<file path="config.mk">
export PLATFORM = sky130hd
export DESIGN_NAME = dmp_prescaler
export DESIGN_NICKNAME = d
export VERILOG_FILES = /design/src/dmp_pkg.sv /design/src/dmp_prescaler.sv
export SDC_FILE = /design/constraint.sdc
export NUM_CORES = 1
export LEC_CHECK = 0
export ABC_AREA = 1
export BUFFER_PORTS_ARGS = -buffer_cell sky130_fd_sc_hd__buf_2
export CORE_MARGIN = 1
export CORE_UTILIZATION = 42
export DETAILED_ROUTE_END_ITERATION = 10
export PLACE_DENSITY = 0.83
export SETUP_SLACK_MARGIN = 0.4
export SLEW_MARGIN = 5
export SYNTH_ARGS = -nofsm -noshare
export SYNTH_HDL_FRONTEND = slang
export SYNTH_SLANG_ARGS = --single-unit
export TNS_END_PERCENT = 5
</file>
<file path="constraint.sdc">
create_clock -name clock -period 1 [get_ports clock]
set_input_delay 0.05 -clock clock [delete_from_list [all_inputs] [get_ports clock]]
set_output_delay 0.05 -clock clock [all_outputs]
set_load 0.02 [all_outputs]
</file>
<file path="src/dmp_pkg.sv">
/*
  Constants shared by the dual-modulus prescaler: register offsets, field
  positions, values after reset and the phase lengths of the divider.
  Assumes a 32-bit AXI4-Lite register bus and one 125 MHz system clock.
*/
package dmp_pkg;
  // Register bus geometry
  localparam int unsigned ADDR_W = 4;
  localparam logic [3:0] OFF_CTRL = 4'h0;
  localparam logic [3:0] OFF_STATUS = 4'h4;
  localparam logic [1:0] RESP_OKAY = 2'h0;
  localparam logic [1:0] RESP_SLVERR = 2'h2;
  // Control register fields
  localparam int unsigned CTRL_SET_BIT = 0;
  localparam int unsigned CTRL_TEN_BIT = 1;
  localparam logic CTRL_SET_RST = 1'h0;
  localparam logic CTRL_TEN_RST = 1'h0;
  // Status register fields
  localparam int unsigned STAT_STAGE_LSB = 0;
  localparam int unsigned STAT_TEN_BIT = 4;
  localparam int unsigned STAT_RUN_LSB = 8;
  localparam int unsigned STAT_SET_BIT = 16;
  localparam int unsigned STAT_HOLD_BIT = 17;
  // Divider stage values
  localparam logic [3:0] STAGES_SET = 4'hf;
  localparam logic [3:0] RUN_FIRST = 4'h1;
  localparam logic [3:0] HIGH_LEN_ELEVEN = 4'h6;
  localparam logic [3:0] HIGH_LEN_TEN = 4'h5;
  localparam logic [3:0] LOW_LEN = 4'h5;
endpackage

</file>
<file path="src/dmp_prescaler.sv">
/*
  Dual-modulus prescaler: divides a sampled count clock pin by eleven or ten
  with a three-stage shift counter feeding a toggle stage, plus an AXI4-Lite
  slave for software master-set, forced divide-by-ten and status readback.
  Assumes all prescaler pins are asynchronous to clock and that the count
  clock pin runs at no more than a quarter of the system clock rate.
*/
// Implementation choices: the placing of the registers and the AXI4-Lite slave port.
`timescale 1ns/1ns
// Behaviour
// - Three shift stages drive a toggling output stage
// - Eleven mode: output high six, low five
// - Ten mode: output high five, low five
// - Either select high gives divide by ten
// - Cycle length fixed once output rises
// - Alternate-level output mirrors divided output
// - Master set forces every stage high
module dmp_prescaler (
  input wire logic clock,
  input wire logic rst_n,
  input wire logic count_input_clock,
  input wire logic count_enable_n,
  input wire logic modulus_select_a,
  input wire logic modulus_select_b,
  input wire logic master_set_async,
  output logic divided_output,
  output logic divided_output_n,
  output logic divided_output_alt_level,
  input wire logic [dmp_pkg::ADDR_W-1:0] s_axi_awaddr,
  input wire logic s_axi_awvalid,
  output logic s_axi_awready,
  input wire logic [31:0] s_axi_wdata,
  input wire logic [3:0] s_axi_wstrb,
  input wire logic s_axi_wvalid,
  output logic s_axi_wready,
  output logic [1:0] s_axi_bresp,
  output logic s_axi_bvalid,
  input wire logic s_axi_bready,
  input wire logic [dmp_pkg::ADDR_W-1:0] s_axi_araddr,
  input wire logic s_axi_arvalid,
  output logic s_axi_arready,
  output logic [31:0] s_axi_rdata,
  output logic [1:0] s_axi_rresp,
  output logic s_axi_rvalid,
  input wire logic s_axi_rready
);
  import dmp_pkg::*;

  typedef struct packed {
    logic [2:0] cp_sync;
    logic [1:0] ms_sync;
    logic [1:0] ce_sync;
    logic [1:0] ma_sync;
    logic [1:0] mb_sync;
    logic [3:0] stages;
    logic out_n;
    logic alt;
    logic ten_cycle;
    logic [3:0] run_len;
    logic ctrl_set;
    logic ctrl_ten;
    logic aw_held;
    logic [ADDR_W-1:0] aw_addr;
    logic w_held;
    logic [31:0] wdata;
    logic [3:0] wstrb;
    logic bvalid;
    logic [1:0] bresp;
    logic rvalid;
    logic [31:0] rdata;
    logic [1:0] rresp;
  } dmp_state_t;

  dmp_state_t st;
  dmp_state_t next_st;
  logic q1;
  logic q2;
  logic q3;
  logic q4;
  logic set_now;
  logic hold_now;
  logic tick;
  logic commit_pt;
  logic sel_ten;
  logic [3:0] next_stages;

  // Word decode shared by read and write paths
  function automatic logic is_mapped(input logic [ADDR_W-1:0] a);
    return (a == OFF_CTRL) || (a == OFF_STATUS);
  endfunction

  // Divider view of the synchronised pins
  assign q1 = st.stages[0];
  assign q2 = st.stages[1];
  assign q3 = st.stages[2];
  assign q4 = st.stages[3];
  assign set_now = st.ms_sync[1] | st.ctrl_set;
  assign hold_now = st.ce_sync[1];
  assign tick = st.cp_sync[1] & ~st.cp_sync[2] & ~hold_now & ~set_now;
  assign commit_pt = q1 & q2 & ~q3 & ~q4;
  assign sel_ten = st.ma_sync[1] | st.mb_sync[1] | st.ctrl_ten;

  // Shift counter feedback and toggle stage
  always_comb begin
    next_stages[1] = q1;
    next_stages[2] = q2;
    next_stages[0] = ~q3 & ~(q1 & q2 & ~q3 & (q4 | sel_ten));
    next_stages[3] = q4 ^ (q2 & ~q3);
  end

  // Outputs straight from flip-flops; the bus ready signals are gated from them
  assign divided_output = q4;
  assign divided_output_n = st.out_n;
  assign divided_output_alt_level = st.alt;
  assign s_axi_awready = ~st.aw_held & ~st.bvalid;
  assign s_axi_wready = ~st.w_held & ~st.bvalid;
  assign s_axi_bvalid = st.bvalid;
  assign s_axi_bresp = st.bresp;
  assign s_axi_arready = ~st.rvalid;
  assign s_axi_rvalid = st.rvalid;
  assign s_axi_rdata = st.rdata;
  assign s_axi_rresp = st.rresp;

  // Next-state logic for divider and bus slave
  always_comb begin
    next_st = st;
    next_st.cp_sync = {st.cp_sync[1:0], count_input_clock};
    next_st.ms_sync = {st.ms_sync[0], master_set_async};
    next_st.ce_sync = {st.ce_sync[0], count_enable_n};
    next_st.ma_sync = {st.ma_sync[0], modulus_select_a};
    next_st.mb_sync = {st.mb_sync[0], modulus_select_b};
    if (set_now) begin
      next_st.stages = STAGES_SET;
      next_st.ten_cycle = 1'b0;
      next_st.run_len = RUN_FIRST;
    end else if (tick) begin
      next_st.stages = next_stages;
      if (commit_pt) begin
        next_st.ten_cycle = sel_ten;
      end
      if (next_stages[3] != q4) begin
        next_st.run_len = RUN_FIRST;
      end else begin
        next_st.run_len = 4'(st.run_len + 4'h1);
      end
    end
    next_st.out_n = ~next_st.stages[3];
    next_st.alt = next_st.stages[3];
    // Write channel: address and data taken in either order
    if (s_axi_awvalid && s_axi_awready) begin
      next_st.aw_held = 1'b1;
      next_st.aw_addr = s_axi_awaddr;
    end
    if (s_axi_wvalid && s_axi_wready) begin
      next_st.w_held = 1'b1;
      next_st.wdata = s_axi_wdata;
      next_st.wstrb = s_axi_wstrb;
    end
    if (st.aw_held && st.w_held) begin
      next_st.aw_held = 1'b0;
      next_st.w_held = 1'b0;
      next_st.bvalid = 1'b1;
      next_st.bresp = is_mapped(st.aw_addr) ? RESP_OKAY : RESP_SLVERR;
      if (st.aw_addr == OFF_CTRL && st.wstrb[0]) begin
        next_st.ctrl_set = st.wdata[CTRL_SET_BIT];
        next_st.ctrl_ten = st.wdata[CTRL_TEN_BIT];
      end
    end else if (st.bvalid && s_axi_bready) begin
      next_st.bvalid = 1'b0;
    end
    // Read channel: one-cycle answer after address taken
    if (s_axi_arvalid && s_axi_arready) begin
      next_st.rvalid = 1'b1;
      next_st.rresp = is_mapped(s_axi_araddr) ? RESP_OKAY : RESP_SLVERR;
      next_st.rdata = 32'h0;
      if (s_axi_araddr == OFF_CTRL) begin
        next_st.rdata[CTRL_SET_BIT] = st.ctrl_set;
        next_st.rdata[CTRL_TEN_BIT] = st.ctrl_ten;
      end else if (s_axi_araddr == OFF_STATUS) begin
        next_st.rdata[STAT_STAGE_LSB +: 4] = st.stages;
        next_st.rdata[STAT_TEN_BIT] = st.ten_cycle;
        next_st.rdata[STAT_RUN_LSB +: 4] = st.run_len;
        next_st.rdata[STAT_SET_BIT] = set_now;
        next_st.rdata[STAT_HOLD_BIT] = hold_now;
      end
    end else if (st.rvalid && s_axi_rready) begin
      next_st.rvalid = 1'b0;
    end
    // Synchronous reset leaves the divider in the set state
    if (!rst_n) begin
      next_st = '0;
      next_st.stages = STAGES_SET;
      next_st.out_n = ~STAGES_SET[3];
      next_st.alt = STAGES_SET[3];
      next_st.run_len = RUN_FIRST;
      next_st.ctrl_set = CTRL_SET_RST;
      next_st.ctrl_ten = CTRL_TEN_RST;
    end
  end

  // State register
  always_ff @(posedge clock) begin
    st <= next_st;
  end

  // Independent copy of the count table as {Q4, Q3, Q2, Q1}: the stages must
  // walk it one step per counted edge, so a wrong feedback term shows up here
  // even when the phase lengths happen to come out right. Codes off the table
  // are never reached from the set state and expect the set state back.
  function automatic logic [3:0] seq_after(input logic [3:0] s, input logic ten);
    logic [3:0] n;
    n = STAGES_SET;
    case (s)
      4'hf: n = 4'he;
      4'he: n = 4'hc;
      4'hc: n = 4'h8;
      4'h8: n = 4'h9;
      4'h9: n = 4'hb;
      4'hb: n = 4'h6;
      4'h6: n = 4'h4;
      4'h4: n = 4'h0;
      4'h0: n = 4'h1;
      4'h1: n = 4'h3;
      4'h3: n = ten ? 4'he : 4'hf;
      default: n = STAGES_SET;
    endcase
    return n;
  endfunction
endmodule // dmp_prescaler

</file>
# Word-level counts from Yosys, hierarchy flattened
# Index checks and enable logic that the tools add are counted.
# word_totals
ff_bits,49
latchBits,0
mem_bits_rw,0
mem_bits_ro,0
inputBits,56
out_inout_bits,44
wordCells,87
n_memories,0
# classes
add_sub_neg,1
multipliers,0
n_div,0
n_lt_le_gt_ge,0
n_eq_ne,3
shift,0
mux,16
bitwise_logic,28
n_reduce_logical,17
# op_table
operator,n
$mux W4,5
$not A1 Y1,12
$and A1 B1 Y1,11
$mux W2,5
$eq A4 B3 Y1 const B,2
$logic_not A4 Y1,2
$logic_and A1 B1 Y1,7
$mux W5,1
$add A4 B1 Y4 const B,1
$mux W1,4
$or A1 B1 Y1,4
$reduce_and A2 Y1,2
$reduce_bool A2 Y1,2
$reduce_or A2 Y1,2
$mux W3,1
$logic_or A1 B1 Y1,2
$ne A1 B1 Y1,1
$xor A1 B1 Y1,1

# Longest topological paths before layout
# depth
word_depth,9
mapped_depth,7
ltp_nobuf,7

# Worst setup path after synthesis
# OpenSTA, ideal clock, no wires.
# synth_path
path_type,flip-flop to flip-flop
from,"reg st, in the netlist s_axi_bvalid"
to,reg st[38] in the netlist's numbering
arrival_ns,1.151
required_ns,0.879
path_slack_ns,-0.271
path_stages_with_launch,5
n_path_buf,0
path_cell_list,dfxtp_1 nor2_1 nand2_1 o21ai_0 a21oi_1
# synth_between
elab_chain_cells,3
# synth_rtl
element,line_no,source
from (decl),dmp_prescaler.sv:74,dmp_state_t st;
from (signal assigned),dmp_prescaler.sv:203,st <= next_st;
$not A1 Y1,dmp_prescaler.sv:116,assign s_axi_wready = ~st.w_held & ~st.bvalid;
$and A1 B1 Y1,dmp_prescaler.sv:116,
named net s_axi_wready,dmp_prescaler.sv:35,"output logic s_axi_wready,"
$logic_and A1 B1 Y1,dmp_prescaler.sv:154,if (s_axi_wvalid && s_axi_wready) begin
# The timed path passes the listed nets, and every way through them passes these cells.
# A chain may end at the register's enable or synchronous reset.

# Worst setup path after layout
# layout_path
from,reg st[100] in the netlist's numbering
to,reg st[85] in the netlist's numbering
# layout_between
elab_chain_cells,3
elab_cells_between_ends,4
cone_classes,3 x bitwise; 1 x reduce/logical
# layout_rtl
element,line_no,source
$or A1 B1 Y1 (*),dmp_prescaler.sv:97,assign set_now = st.ms_sync[1] | st.ctrl_set;
$not A1 Y1,dmp_prescaler.sv:99,assign tick = st.cp_sync[1] & ~st.cp_sync[2] & ~hold_now & ~set_now;
$and A1 B1 Y1,dmp_prescaler.sv:99,
# Mark *: on every way between the ends. The rest lies on a longest branch, timed or not.

==> flow_metrics.env <==
export IMPL_outcome="finished, violations left"
export IMPL_violations="hold timing, setup timing"
export IMPL_critPathLaunchType="flip-flop"
export IMPL_avgSynthCellArea_um2=7.46
export IMPL_timing_critical_path_from="st[100]"
export IMPL_dpl_cell_area_mm2=0.00241
export IMPL_hold_start="s_axi_awaddr[1]"
export IMPL_cts_buffers=5
export IMPL_top_register="st"
export IMPL_die_h_um=73.5
export IMPL_p_per_area_mw_per_mm2=1510
export IMPL_root_buffer="clkbuf_8"
export IMPL_cap_violations=0
export IMPL_layout_min_cycle_time_ns=1.04
export IMPL_crit_chain="nor2_4 -> nand3_4 -> o21ai_2 -> nor2_1"
export IMPL_mostFrequentLayoutCell="nand2_1"
export IMPL_syn_to_final_growth_pct=35.3
export IMPL_io_buffers=43
export IMPL_clkSlewWorstSetupHoldPaths_ns=0.08
export IMPL_setup_viol_count_final=10
export IMPL_critical_path_max_fanout=8
export IMPL_fin_crit_sh_pct=104
export IMPL_fin_hold_ws_ns=-0.0163
export IMPL_clk_latency_ns=0.30
export IMPL_max_freq_mhz=958
export IMPL_yosys_area_share_simple_pct=25.3
export IMPL_wirelength_mm=4.56
export IMPL_antenna_left=0
export IMPL_synthDistinctLibCells=24
export IMPL_place_congestion=0.861
export IMPL_mostFrequentLayoutCells="48 x nand2_1, 33 x inv_1, 25 x nor2_1, 23 x conb_1, 23 x buf_6"
export IMPL_drtIter0Drc=107
export IMPL_rsz0062_at_grt="yes"
export IMPL_finalSetupTns_ns=-0.193
export IMPL_h_tree_depth=2
export IMPL_io_pins=100
export IMPL_core_mm2=0.00482
export IMPL_yosys_warnings=0
export IMPL_cp_end_kind="flip-flop"
export IMPL_finClkSkew_ns=0.00299
export IMPL_wl_per_cell_um=11.0
export IMPL_final_util_pct=60.3
export IMPL_start_util_pct=44.6
export IMPL_crit_required_ns=1.20
export IMPL_cts_sinks=47
export IMPL_grt_use_total_pct=19.3
export IMPL_grt_pass1_wl_mm=7.87
export IMPL_antenna_cells=0
export IMPL_fin_nets=402
export IMPL_vias=1828
export IMPL_criticalPathCategory="reg2reg"
export IMPL_max_stage_delay_ns=0.33
export IMPL_largest_register_ffs=26
export IMPL_drive_gt1_share_pct=39.0
export IMPL_synth_xor_area_share_pct=0
export IMPL_first_pass_iters=4
export IMPL_synth_seq_area_share_pct=43.8
export IMPL_avgViaCountPerCell=4.43
export IMPL_fin_ws_ns=-0.0434
export IMPL_postCtsSetupBuffers=0
export IMPL_clockBufferDepth=2
export IMPL_drc_errors=0
export IMPL_synth_mux_area_share_pct=0
export IMPL_fillers=428
export IMPL_antenna_found_initial=0
export IMPL_post_synth_fa_ha_maj_area_fraction_pct=0.582
export IMPL_netlist_area_mm2=0.00215
export IMPL_reg2regPathDepth=4
export IMPL_std_cell_rows=25
export IMPL_vdd_drop_max_v=0.000797
export IMPL_synth_cells=288
export IMPL_crit_path_end="st[85]"
export IMPL_die_w_um=73.5
export IMPL_arrival_ns=1.24
export IMPL_slew_viol_final=0
export IMPL_r2r_slack_ns=-0.04
export IMPL_overflow=0
export IMPL_cts_hold_buf=5
export IMPL_grt_pass1_vias=1774
export IMPL_cp_slowest_cell="dfxtp_2"
export IMPL_min_path_type="in2reg"
export IMPL_grt_start_max_net_pins=16
export IMPL_die_area_mm2=0.00541
export IMPL_final_area_mm2=0.00291
export IMPL_ys_seq_elements=47
export IMPL_power_leakage_nw=1.38
export IMPL_synth_compound_area_share_pct=9.14
export IMPL_dpl_hpwl_mm=3.04
export IMPL_synth_top_family_by_area="simple AND/OR/NAND/NOR gates"
export IMPL_cts_tree="yes"
export IMPL_timing_rr_end="st[85]"
export IMPL_r2r_start="st[100]"
export IMPL_hold_viol_final=5
synthesized netlist by cell type (all sizes together):
| cell type | count | share of area, % |
|---|---|---|
| buf | 39 | 14 |
| nand4 | 5 | 1.5 |
| o211ai | 2 | 0.70 |
| nand2 | 55 | 9.6 |
| clkbuf | 2 | 0.35 |
| nor2 | 38 | 8.6 |
| inv | 40 | 7.0 |
| ha | 1 | 0.58 |
| o21a | 1 | 0.35 |
| a21oi | 21 | 4.9 |
| dfxtp | 47 | 44 |
| nor3 | 3 | 0.70 |
| o21ai | 13 | 3.2 |
| conb | 1 | 0.17 |
| nand3 | 20 | 4.9 |
layout make-up:
cell class	instances	area, um^2	area share [%]
flip-flops and latches	47	982	33.8
multi-input cells	183	980	33.7
repair buffers	68	567	19.5
inverters	40	158	5.42
well taps	67	83.8	2.88
clock buffers	5	68.8	2.37
clock inverters	3	67.6	2.32
where the power goes:
group          switching [W]  internal (W)
Sequential         0.0000678       0.00196
Combinational       0.000428      0.000292
Clock               0.000635      0.000996
Total                0.00113       0.00325
per-layer routing:
metal | up-vias | global-route usage [%] | routed length [um]
li1 | 951 | - | -
met1 | 819 | 20.4 | 1820
met2 | 48 | 35.6 | 2460
met3 | 10 | 5.76 | 189
met4 | 0 | 7.48 | 87
met5 | - | 0 | 0
worst min path at each step:
stage                         end  slack [ns]  depth (start not counted)
final                      st[76]       -0.02                          3
after global routing       st[77]       -0.01                          3
after CTS                  st[77]       -0.02                          3
after detailed placement   st[93]        0.24                          3
after global placement    st[101]        0.23                          3
after floorplan           st[101]        0.15                          2
kinds of logic after synthesis:
kind of cell	Yosys count
AOI/OAI and AO/OA	37
and+or+nand+nor	121
DFF	47
adders and majority gates	1
other	1
buffers and inverters	81
per-stage QoR:
stage               setup slack (ns)  cells  power (W)  hold WS (ns)
floorplan                    -0.0397    310    0.00252         0.148
global placement             -0.0534    399    0.00261         0.233
detailed placement           -0.0990    399    0.00263         0.236
CTS                          -0.0392    413    0.00440       -0.0155
global route                  -0.174    413    0.00459       -0.0116
finish                       -0.0434    413    0.00438       -0.0163
worst max-delay path, delay by kind of cell, from the launching register on:
kind | cells | cell delay (ns)
and+or+nand+nor | 3 | 0.41
AOI/OAI and AO/OA | 1 | 0.19
DFF | 1 | 0.33
what timing repair did:
item | in CTS | in global routing
pin swaps | 34 | 8
setup endpoints to repair | 57 | 57
hold endpoints to repair | 10 | 2
gates resized for setup | 105 | 10
gates cloned | 1 | 0
Power figures use the tool's default switching activity.
